**config.mk**
```make
export PLATFORM = sky130hd
export DESIGN_NAME = lane_error_monitor
export DESIGN_NICKNAME = d
export VERILOG_FILES = /design/src/lane_mon_pkg.sv /design/src/err_ctl_if.sv /design/src/err_count_bank.sv /design/src/lane_error_monitor.sv
export SDC_FILE = /design/constraint.sdc
export NUM_CORES = 1
export LEC_CHECK = 0
export ABC_CLOCK_PERIOD_IN_PS = 4050
export BUFFER_PORTS_ARGS = -buffer_cell sky130_fd_sc_hd__buf_2
export CAP_MARGIN = 20
export CORE_ASPECT_RATIO = 0.9
export CORE_MARGIN = 4
export CORE_UTILIZATION = 50
export CTS_CLUSTER_DIAMETER = 40
export CTS_CLUSTER_SIZE = 24
export DETAILED_ROUTE_END_ITERATION = 6
export PLACE_DENSITY = 0.77
export RECOVER_POWER = 25
export SYNTH_ARGS = -nofsm -noshare
export SYNTH_HDL_FRONTEND = slang
export SYNTH_SLANG_ARGS = --single-unit
```
**constraint.sdc**
```tcl
create_clock -name mclk -period 4.05 [get_ports mclk]
set_input_delay 0.6075 -clock mclk [delete_from_list [all_inputs] [get_ports mclk]]
set_output_delay 0.6075 -clock mclk [all_outputs]
set_load 0.005 [all_outputs]
```
**src/lane_mon_pkg.sv**
```systemverilog
package lane_mon_pkg;

   // ------------------------------------------------------------
   // sizes
   // ------------------------------------------------------------
   localparam int LANES  = 8;
   localparam int LANE_W = 3;
   localparam int ADDR_W = 12;
   localparam int DATA_W = 8;
   localparam int CNT_W  = 8;

   // ------------------------------------------------------------
   // register addresses
   // ------------------------------------------------------------
   localparam logic [ADDR_W-1:0] ADDR_FMT     = 12'h45a;
   localparam logic [ADDR_W-1:0] ADDR_SPARE1  = 12'h45b;
   localparam logic [ADDR_W-1:0] ADDR_SPARE2  = 12'h45c;
   localparam logic [ADDR_W-1:0] ADDR_CHKSUM  = 12'h45d;
   localparam logic [ADDR_W-1:0] ADDR_ERRSEL  = 12'h46b;
   localparam logic [ADDR_W-1:0] ADDR_DESKEW  = 12'h46c;
   localparam logic [ADDR_W-1:0] ADDR_DISPCTL = 12'h46d;
   localparam logic [ADDR_W-1:0] ADDR_NITCTL  = 12'h46e;

   // ------------------------------------------------------------
   // reset values
   // ------------------------------------------------------------
   localparam logic [DATA_W-1:0] RST_FMT    = 8'h80;
   localparam logic [DATA_W-1:0] RST_SPARE  = 8'h00;
   localparam logic [DATA_W-1:0] RST_CHKSUM = 8'h45;
   localparam logic [DATA_W-1:0] RST_DESKEW = 8'h0f;
   localparam logic [DATA_W-1:0] RD_ZERO    = 8'h00;

   // ------------------------------------------------------------
   // field positions
   // ------------------------------------------------------------
   localparam int DENS_BIT    = 7;
   localparam int CW_MSB      = 4;
   localparam int CW_LSB      = 0;
   localparam int SEL_LANE_HI = 6;
   localparam int SEL_LANE_LO = 4;
   localparam int SEL_TYPE_HI = 1;
   localparam int SEL_TYPE_LO = 0;
   localparam int CTL_IRQ_BIT = 7;
   localparam int CTL_OFF_BIT = 6;
   localparam int CTL_CLR_BIT = 5;
   localparam int CTL_LANE_HI = 2;
   localparam int CTL_LANE_LO = 0;

   // ------------------------------------------------------------
   // counter type decode
   // ------------------------------------------------------------
   typedef enum logic [1:0] {
      CNT_DISP = 2'h0,
      CNT_NIT  = 2'h1,
      CNT_UCC  = 2'h2
   } cnt_type_t;

endpackage : lane_mon_pkg

```
**src/err_ctl_if.sv**
```systemverilog
`timescale 1ns/1ps
interface err_ctl_if #(
   parameter int LANES  = lane_mon_pkg::LANES,
   parameter int LANE_W = lane_mon_pkg::LANE_W,
   parameter int CNT_W  = lane_mon_pkg::CNT_W
);
   logic [LANE_W-1:0]           lane_pick;
   logic                        irq_clear;
   logic                        count_off;
   logic                        count_clear;
   logic [LANES-1:0]            err_hit;
   logic [CNT_W-1:0]            threshold;
   logic [LANES-1:0][CNT_W-1:0] count;
   logic [LANES-1:0]            flag;

   modport ctl (
      output lane_pick, irq_clear, count_off, count_clear,
      output err_hit, threshold,
      input  count, flag
   );
   modport bank (
      input  lane_pick, irq_clear, count_off, count_clear,
      input  err_hit, threshold,
      output count, flag
   );
endinterface : err_ctl_if

```
**src/err_count_bank.sv**
```systemverilog
`timescale 1ns/1ps
module err_count_bank #(
   parameter int LANES  = lane_mon_pkg::LANES,
   parameter int LANE_W = lane_mon_pkg::LANE_W,
   parameter int CNT_W  = lane_mon_pkg::CNT_W
) (
   input wire logic mclk,
   input wire logic rst_n,
   err_ctl_if.bank  ctl
);

   localparam logic [CNT_W-1:0] CNT_MAX = {CNT_W{1'b1}};
   localparam logic [CNT_W-1:0] CNT_ONE = {{(CNT_W-1){1'b0}}, 1'b1};

   // ------------------------------------------------------------
   // one counter, disable and flag per lane
   // ------------------------------------------------------------
   for (genvar g = 0; g < LANES; g++) begin : g_lane
      logic [CNT_W-1:0] count_r;
      logic             off_r;
      logic             flag_r;
      logic             picked;
      logic             bump;

      assign picked = (ctl.lane_pick == LANE_W'(g));
      // saturate rather than wrap, so wrapping past threshold never re-fires a flag
      assign bump   = ctl.err_hit[g] && !off_r && (count_r != CNT_MAX);

      always_ff @(posedge mclk) begin
         if (!rst_n) begin
            count_r <= '0;
         end else if (ctl.count_clear && picked) begin
            count_r <= '0;
         end else if (bump) begin
            count_r <= count_r + CNT_ONE;
         end
      end

      // disable stays until reset; no write re-enables
      always_ff @(posedge mclk) begin
         if (!rst_n) begin
            off_r <= 1'b0;
         end else if (ctl.count_off && picked) begin
            off_r <= 1'b1;
         end
      end

      // set on the count reaching threshold; set beats clear
      always_ff @(posedge mclk) begin
         if (!rst_n) begin
            flag_r <= 1'b0;
         end else if (bump && (count_r + CNT_ONE == ctl.threshold)) begin
            flag_r <= 1'b1;
         end else if (ctl.irq_clear && picked) begin
            flag_r <= 1'b0;
         end
      end

      assign ctl.count[g] = count_r;
      assign ctl.flag[g]  = flag_r;
   end

endmodule : err_count_bank

```
**src/lane_error_monitor.sv**
```systemverilog
`timescale 1ns/1ps
// Operation
// - checksum field shows lane zero checksum, method set by mode input
// - bits six to four choose the lane whose count reads back
// - type 00 disparity, 01 not in table, 10 unexpected control
// - deskew bit x includes lane x in deskew alignment
// - disparity flag x sets when lane x count reaches threshold
// - invalid code flag x sets when lane x count reaches threshold
// - write 1 to disparity bit seven clears picked lane flag
// - write 1 to disparity bit six stops picked lane counting
// - write 1 to disparity bit five zeroes picked lane counter
// - write 1 to invalid code bit seven clears picked lane flag
// - write 1 to invalid code bit six stops picked lane counting
// - write 1 to invalid code bit five zeroes picked lane counter
// - three-bit lane field picks which lane the actions hit
module lane_error_monitor #(
   parameter int LANES  = lane_mon_pkg::LANES,
   parameter int LANE_W = lane_mon_pkg::LANE_W,
   parameter int CNT_W  = lane_mon_pkg::CNT_W
) (
   input  wire logic                              mclk,
   input  wire logic                              rst_n,
   input  wire logic [lane_mon_pkg::ADDR_W-1:0]   reg_addr,
   input  wire logic                              reg_wr,
   input  wire logic [lane_mon_pkg::DATA_W-1:0]   reg_wdata,
   input  wire logic                              reg_rd,
   output logic      [lane_mon_pkg::DATA_W-1:0]   reg_rdata,
   input  wire logic [CNT_W-1:0]                  err_threshold,
   input  wire logic [LANES-1:0]                  disp_err,
   input  wire logic [LANES-1:0]                  nit_err,
   input  wire logic [LANES-1:0]                  ucc_err,
   input  wire logic                              checksum_mode,
   input  wire logic                              checksum_load,
   input  wire logic [lane_mon_pkg::DATA_W-1:0]   param_octet_sum,
   input  wire logic [lane_mon_pkg::DATA_W-1:0]   param_field_sum,
   output logic                                   high_density_format,
   output logic      [lane_mon_pkg::CW_MSB:0]     control_words_per_frame,
   output logic      [LANES-1:0]                  deskew_enable_bits,
   output logic      [LANES-1:0]                  disparity_threshold_flags,
   output logic      [LANES-1:0]                  invalid_code_threshold_flags
);

   localparam int DW = lane_mon_pkg::DATA_W;

   // ------------------------------------------------------------
   // storage
   // ------------------------------------------------------------
   logic [DW-1:0]          fmt_r;
   logic [DW-1:0]          spare_byte_one_r;
   logic [DW-1:0]          spare_byte_two_r;
   logic [DW-1:0]          checksum_r;
   logic [LANE_W-1:0]      counter_lane_choice_r;
   logic [1:0]             counter_type_choice_r;
   logic [LANES-1:0]       deskew_r;
   logic [DW-1:0]          rdata_r;
   logic [DW-1:0]          rdata_nxt;
   logic [DW-1:0]          checksum_nxt;
   logic [CNT_W-1:0]       selected_error_count;

   // ------------------------------------------------------------
   // write decode
   // ------------------------------------------------------------
   logic wr_fmt;
   logic wr_spare1;
   logic wr_spare2;
   logic wr_chksum;
   logic wr_errsel;
   logic wr_deskew;
   logic wr_dispctl;
   logic wr_nitctl;

   assign wr_fmt     = reg_wr && (reg_addr == lane_mon_pkg::ADDR_FMT);
   assign wr_spare1  = reg_wr && (reg_addr == lane_mon_pkg::ADDR_SPARE1);
   assign wr_spare2  = reg_wr && (reg_addr == lane_mon_pkg::ADDR_SPARE2);
   assign wr_chksum  = reg_wr && (reg_addr == lane_mon_pkg::ADDR_CHKSUM);
   assign wr_errsel  = reg_wr && (reg_addr == lane_mon_pkg::ADDR_ERRSEL);
   assign wr_deskew  = reg_wr && (reg_addr == lane_mon_pkg::ADDR_DESKEW);
   assign wr_dispctl = reg_wr && (reg_addr == lane_mon_pkg::ADDR_DISPCTL);
   assign wr_nitctl  = reg_wr && (reg_addr == lane_mon_pkg::ADDR_NITCTL);

   // ------------------------------------------------------------
   // link parameter bytes
   // ------------------------------------------------------------
   // reserved bits 6:5 are never stored, so they read as zero;
   // legal values of the two fields are left to software
   always_ff @(posedge mclk) begin
      if (!rst_n) begin
         fmt_r <= lane_mon_pkg::RST_FMT;
      end else if (wr_fmt) begin
         fmt_r <= '0;
         fmt_r[lane_mon_pkg::DENS_BIT] <=
            reg_wdata[lane_mon_pkg::DENS_BIT];
         fmt_r[lane_mon_pkg::CW_MSB:lane_mon_pkg::CW_LSB] <=
            reg_wdata[lane_mon_pkg::CW_MSB:lane_mon_pkg::CW_LSB];
      end
   end

   always_ff @(posedge mclk) begin
      if (!rst_n) begin
         spare_byte_one_r <= lane_mon_pkg::RST_SPARE;
      end else if (wr_spare1) begin
         spare_byte_one_r <= reg_wdata;
      end
   end

   always_ff @(posedge mclk) begin
      if (!rst_n) begin
         spare_byte_two_r <= lane_mon_pkg::RST_SPARE;
      end else if (wr_spare2) begin
         spare_byte_two_r <= reg_wdata;
      end
   end

   // ------------------------------------------------------------
   // lane zero checksum
   // ------------------------------------------------------------
   // mode 0 sums whole octets, mode 1 sums the separate fields;
   // lower parameter bytes live elsewhere and arrive pre-summed
   always_comb begin
      if (checksum_mode) begin
         checksum_nxt = param_field_sum
                      + DW'(fmt_r[lane_mon_pkg::DENS_BIT])
                      + DW'(fmt_r[lane_mon_pkg::CW_MSB:
                                  lane_mon_pkg::CW_LSB]);
      end else begin
         checksum_nxt = param_octet_sum + fmt_r
                      + spare_byte_one_r + spare_byte_two_r;
      end
   end

   // a hardware load beats a software write in the same cycle
   always_ff @(posedge mclk) begin
      if (!rst_n) begin
         checksum_r <= lane_mon_pkg::RST_CHKSUM;
      end else if (checksum_load) begin
         checksum_r <= checksum_nxt;
      end else if (wr_chksum) begin
         checksum_r <= reg_wdata;
      end
   end

   // ------------------------------------------------------------
   // counter readback select
   // ------------------------------------------------------------
   always_ff @(posedge mclk) begin
      if (!rst_n) begin
         counter_lane_choice_r <= '0;
         counter_type_choice_r <= '0;
      end else if (wr_errsel) begin
         counter_lane_choice_r <=
            reg_wdata[lane_mon_pkg::SEL_LANE_HI:
                      lane_mon_pkg::SEL_LANE_LO];
         counter_type_choice_r <=
            reg_wdata[lane_mon_pkg::SEL_TYPE_HI:
                      lane_mon_pkg::SEL_TYPE_LO];
      end
   end

   // ------------------------------------------------------------
   // deskew enables
   // ------------------------------------------------------------
   always_ff @(posedge mclk) begin
      if (!rst_n) begin
         deskew_r <= LANES'(lane_mon_pkg::RST_DESKEW);
      end else if (wr_deskew) begin
         deskew_r <= reg_wdata[LANES-1:0];
      end
   end

   // ------------------------------------------------------------
   // error counter banks
   // ------------------------------------------------------------
   err_ctl_if #(.LANES(LANES), .LANE_W(LANE_W), .CNT_W(CNT_W)) disp_if ();
   err_ctl_if #(.LANES(LANES), .LANE_W(LANE_W), .CNT_W(CNT_W)) nit_if ();
   err_ctl_if #(.LANES(LANES), .LANE_W(LANE_W), .CNT_W(CNT_W)) ucc_if ();

   // strobes act on the write edge itself, one per write
   assign disp_if.lane_pick   =
      reg_wdata[lane_mon_pkg::CTL_LANE_HI:
                lane_mon_pkg::CTL_LANE_LO];
   assign disp_if.irq_clear   =
      wr_dispctl && reg_wdata[lane_mon_pkg::CTL_IRQ_BIT];
   assign disp_if.count_off   =
      wr_dispctl && reg_wdata[lane_mon_pkg::CTL_OFF_BIT];
   assign disp_if.count_clear =
      wr_dispctl && reg_wdata[lane_mon_pkg::CTL_CLR_BIT];
   assign disp_if.err_hit     = disp_err;
   assign disp_if.threshold   = err_threshold;

   assign nit_if.lane_pick    =
      reg_wdata[lane_mon_pkg::CTL_LANE_HI:
                lane_mon_pkg::CTL_LANE_LO];
   assign nit_if.irq_clear    =
      wr_nitctl && reg_wdata[lane_mon_pkg::CTL_IRQ_BIT];
   assign nit_if.count_off    =
      wr_nitctl && reg_wdata[lane_mon_pkg::CTL_OFF_BIT];
   assign nit_if.count_clear  =
      wr_nitctl && reg_wdata[lane_mon_pkg::CTL_CLR_BIT];
   assign nit_if.err_hit      = nit_err;
   assign nit_if.threshold    = err_threshold;

   // unexpected-control controls sit outside this bank: never strobed
   assign ucc_if.lane_pick    = '0;
   assign ucc_if.irq_clear    = 1'b0;
   assign ucc_if.count_off    = 1'b0;
   assign ucc_if.count_clear  = 1'b0;
   assign ucc_if.err_hit      = ucc_err;
   assign ucc_if.threshold    = err_threshold;

   err_count_bank #(
      .LANES  (LANES),
      .LANE_W (LANE_W),
      .CNT_W  (CNT_W)
   ) u_disp_bank (
      .mclk   (mclk),
      .rst_n  (rst_n),
      .ctl    (disp_if.bank)
   );

   err_count_bank #(
      .LANES  (LANES),
      .LANE_W (LANE_W),
      .CNT_W  (CNT_W)
   ) u_nit_bank (
      .mclk   (mclk),
      .rst_n  (rst_n),
      .ctl    (nit_if.bank)
   );

   err_count_bank #(
      .LANES  (LANES),
      .LANE_W (LANE_W),
      .CNT_W  (CNT_W)
   ) u_ucc_bank (
      .mclk   (mclk),
      .rst_n  (rst_n),
      .ctl    (ucc_if.bank)
   );

   // ------------------------------------------------------------
   // selected counter
   // ------------------------------------------------------------
   always_comb begin
      case (lane_mon_pkg::cnt_type_t'(counter_type_choice_r))
         lane_mon_pkg::CNT_DISP:
            selected_error_count =
               disp_if.count[counter_lane_choice_r];
         lane_mon_pkg::CNT_NIT:
            selected_error_count =
               nit_if.count[counter_lane_choice_r];
         lane_mon_pkg::CNT_UCC:
            selected_error_count =
               ucc_if.count[counter_lane_choice_r];
         default:
            selected_error_count = '0;
      endcase
   end

   // ------------------------------------------------------------
   // read mux
   // ------------------------------------------------------------
   // write-only fields never read back; reserved and unmapped are zero
   always_comb begin
      rdata_nxt = lane_mon_pkg::RD_ZERO;
      if (reg_addr == lane_mon_pkg::ADDR_FMT) begin
         rdata_nxt = fmt_r;
      end else if (reg_addr == lane_mon_pkg::ADDR_SPARE1) begin
         rdata_nxt = spare_byte_one_r;
      end else if (reg_addr == lane_mon_pkg::ADDR_SPARE2) begin
         rdata_nxt = spare_byte_two_r;
      end else if (reg_addr == lane_mon_pkg::ADDR_CHKSUM) begin
         rdata_nxt = checksum_r;
      end else if (reg_addr == lane_mon_pkg::ADDR_ERRSEL) begin
         rdata_nxt = DW'(selected_error_count);
      end else if (reg_addr == lane_mon_pkg::ADDR_DESKEW) begin
         rdata_nxt = DW'(deskew_r);
      end else if (reg_addr == lane_mon_pkg::ADDR_DISPCTL) begin
         rdata_nxt = DW'(disp_if.flag);
      end else if (reg_addr == lane_mon_pkg::ADDR_NITCTL) begin
         rdata_nxt = DW'(nit_if.flag);
      end
   end

   // data holds until the next read strobe
   always_ff @(posedge mclk) begin
      if (!rst_n) begin
         rdata_r <= lane_mon_pkg::RD_ZERO;
      end else if (reg_rd) begin
         rdata_r <= rdata_nxt;
      end
   end

   // ------------------------------------------------------------
   // outputs
   // ------------------------------------------------------------
   assign reg_rdata                    = rdata_r;
   assign high_density_format          = fmt_r[lane_mon_pkg::DENS_BIT];
   assign control_words_per_frame      =
      fmt_r[lane_mon_pkg::CW_MSB:lane_mon_pkg::CW_LSB];
   assign deskew_enable_bits           = deskew_r;
   assign disparity_threshold_flags    = disp_if.flag;
   assign invalid_code_threshold_flags = nit_if.flag;

endmodule : lane_error_monitor

```
==> metrics.md <==
| Metric | Value |
|---|---|
| PD cells | 357.0 nW/um^2 |
| Outcome | complete, but fails checks |
| Crit path max fanout | 6 |
| Synth Flop Type | dfxtp_1 |
| Hold/Removal Path Class | input pin to flop |
| Syn nets | 2284 |
| Syn_area_per_cell | 8.459 um^2 |
| FMAX | 296.7 MHz |
| Die H | 189.3 um |
| RSZ-0062 raised after global routing | false |
| CTS tree | done |
| Clock buffer count from CTS | 39 |
| Global Route Usage Sum | 0.2751 |
| # clock sinks | 275 |
| Cell mode on critical path | fa_1 |
| Final nets | 2305 |
| Max Slew Vio Count | 106 |
| Post-CTS sizing | 0 |
| HPWL after detailed placement | 40.67 mm |
| Final wirelength | 56.11 mm |
| Fillers | 3175 |
| Max Cap Viol | 1 |
| Worst Path Class, Setup | flop to flop |
| Synth area leaders | dfxtp_1 (30%), xnor2_1 (8.5%), xor2_1 (6.3%) |
| Worst slew pin tran | 2.222 ns |
| CP delay by family, top | adder cells |
| Initial DRC count | 1704 |
| CP Cell Sequence | inv_1 > fa_1 > fa_1 > inv_1 > ha_1 > fa_1 > a211oi_1 > o21bai_1 > a21oi_1 > xnor2_1 > nand2_1 > a31oi_1 |
| Fraction of registers with async set/reset | 0 |
| Commonest cells post-synth | nor2_1 (287), dfxtp_1 (275), xnor2_1 (178) |
| Die ar. | 39650 um^2 |
| Multi-input logic area | 11770 um^2 |
| Initial core utilization | 0.5061 |
| Maximum vdd ir drop | 0.3621 mV |
| Drt wl/cell | 20.88 um |
| First-pass DRT Iterations | 6 |
| Critical Path End Type | flop |
| Clk_lat worst skew | 0.55 ns |
| GP Congestion | 1.016 |
| Rows | 66 |
| Boundary pin count | 112 |
| Net Sw Power | 0.001986 W |
| Final hold slack | 0.4020 ns |
| Antenna Cells | 0 |
| Post-route minimum period | 3.370 ns |
| Violations in the final reports | capacitance limit, slew limit |
| EDFF count, synth | 0 |
| Final Hold Viols | 0 |
| Layout cells sized above 1 | 0.1203 |
| Post-CTS Hold Buffers | 0 |
| Final setup viols | 0 |
| CP bufs+invs | 2 |
| Synth unique cells | 86 |
| Yosys warns | 0 |
| Sequential Power Share | 0.397 |
| Post-synthesis cell count | 2159 |
| Post-synthesis sequential area ratio | 0.3015 |
| Register bit total from synthesis | 275 |
| Avg Vias per Cell | 6.222 |
| Power Total | 0.007198 W |
| Clk Tree Root Cell | clkbuf_16 |
| Port Buffer Count | 111 |
| Clock buffer depth | 3 |
| Critical Path Max Stage Delay | 0.52 ns |
| Critical Path AT | 3.84 ns |
| CP max-delay cell | fa_1 |
| Comb pwr share | 0.101 |
| Initial antenna violation count | 1 |
| Vias post-DR | 16.72k |
| DRC viols | 0 |
| Most numerous cell in the Yosys netlist | nor2_1 |
| Vias in the first global route | 15.95k |
| Post-DRT Antenna Nets | 0 |
| Clk network pwr share | 0.502 |
| Max-Slew Margin vs Limit | -0.4816 |
| Global-route wire length before repair | 88.57 mm |
| Req. time, crit path | 4.52 ns |
| Fin cells | 2687 |
| Area leader, netlist | dfxtp_1 |
| Pint | 0.005212 W |
| CP Launch Type | flop |
| Largest net degree at the start of global routing | 106 |
| Core box area | 36090 um^2 |
| Synth top area share | 0.3015 |
| Grt ovf | 0 |
| Sw frac | 0.2759 |
| Crit share post-route | 0.8321 |
| Setup TNS | 0 ns |
| Worst Skew | 0.02092 ns |
| Horiz. Die Dim | 209.5 um |
| Register Area | 5508 um^2 |
| Final core area utilization | 0.5588 |
| Total setup buffers inserted after CTS | 0 |
| Placed Cells | 2615 |
| Area grow syn2layout | 10.41% |
| Leak | 7.439 nW |
| Worst-path clk slew | 0.06 ns |
| Mapped cell area | 18260 um^2 |
| H-tree levels | 2 |
kinds of logic (layout without fill, tap and decap cells):
group,Yosys count,after routing,synth area share
flip-flops,275,275,0.3015
multiplexers,114,114,0.1011
buffers and inverters,210,262,0.05412
XOR/XNOR,310,310,0.1487
AO/OA/AOI/OAI,361,361,0.1328
adder cells (fa/ha/maj),51,51,0.04070
AND/OR/NAND/NOR,838,838,0.2211
state kept, by name, indices dropped and copies added (netlist names):
signal and count:
u_disp_bank.g_lane.count_r 64, u_nit_bank.g_lane.count_r 64, u_ucc_bank.g_lane.count_r 64, checksum_r 8, deskew_enable_bits 8, reg_rdata 8, spare_byte_one_r 8, spare_byte_two_r 8
u_disp_bank.g_lane.flag_r 8, u_disp_bank.g_lane.off_r 8, u_nit_bank.g_lane.flag_r 8, u_nit_bank.g_lane.off_r 8, fmt_r 6, counter_lane_choice_r 3, counter_type_choice_r 2
metal layers:
metal / track usage / vias up / wire (um) / part of all wire
met3: 0.05020 / 215 / 5359 / 0.096
li1: - / 7627 / - / -
met2: 0.4286 / 924 / 24920 / 0.44
met1: 0.3687 / 7950 / 22810 / 0.41
met5: 0 / - / 16 / 0.00029
met4: 0.1360 / 2 / 3015 / 0.054
cell usage in the layout, fill, tap and decap left out, types with 30 or more instances in the layout:
cell type / netlist / final
a21oi_1: 91 / 91
and3_1: 37 / 37
buf_2: 42 / 91
clkbuf_16: 0 / 39
dfxtp_1: 275 / 273
ha_1: 37 / 37
inv_1: 60 / 59
mux2i_1: 54 / 54
mux4_2: 40 / 40
nand2_1: 174 / 174
nand3_1: 99 / 99
nand4_1: 43 / 43
nor2_1: 287 / 287
nor2b_1: 30 / 30
nor3_1: 54 / 54
o21ai_0: 67 / 67
xnor2_1: 178 / 178
xor2_1: 132 / 132
power by group through the flow:
stage / Sequential (W) / Combinational (W) / Clock (W)
finish: 0.00286 / 0.000729 / 0.00361
global route: 0.00286 / 0.000793 / 0.00377
CTS: 0.00285 / 0.000716 / 0.00366
detailed placement: 0.00291 / 0.000710 / 0
global placement: 0.00291 / 0.000687 / 0
floorplan: 0.00288 / 0.000515 / 0
worst reg2reg max path, stage by stage, from the launching register on:
cell and delay (ns):
dfxtp_1 0.47, inv_1 0.13, fa_1 0.50, fa_1 0.52, inv_1 0.04, ha_1 0.21
fa_1 0.43, a211oi_1 0.29, o21bai_1 0.12, a21oi_1 0.20, xnor2_1 0.14, nand2_1 0.08
a31oi_1 0.16
path summary, 6_finish.rpt:
path                                          start  slack, ns                   to  cells after the start
worst max-delay path                       fmt_r[1]       0.68        checksum_r[7]                     12
worst min-delay path                   reg_wdata[3]       0.40             fmt_r[3]                      3
worst max register to register             fmt_r[1]       0.68        checksum_r[7]                     12
worst min register to register  spare_byte_one_r[1]       0.46  spare_byte_one_r[1]                      2
stage by stage:
step                setup slack [ns]  instance area, um^2
finish                        0.6801                20160
global route                  0.4809                20160
global placement              0.6373                18810
CTS                           0.6882                20190
floorplan                     0.8560                18260
detailed placement            0.5687                18810
area by class of cell:
| class | instances | share of cell area |
|---|---|---|
| multi-input combinational | 1674 | 0.5836 |
| sequential | 275 | 0.2731 |
| clock buffer | 39 | 0.04840 |
| timing repair buffer | 128 | 0.03376 |
| tap | 476 | 0.02954 |
| clock inverter | 33 | 0.01992 |
| inverter | 62 | 0.01160 |
Note: power is estimated with default switching activity, not from simulation.
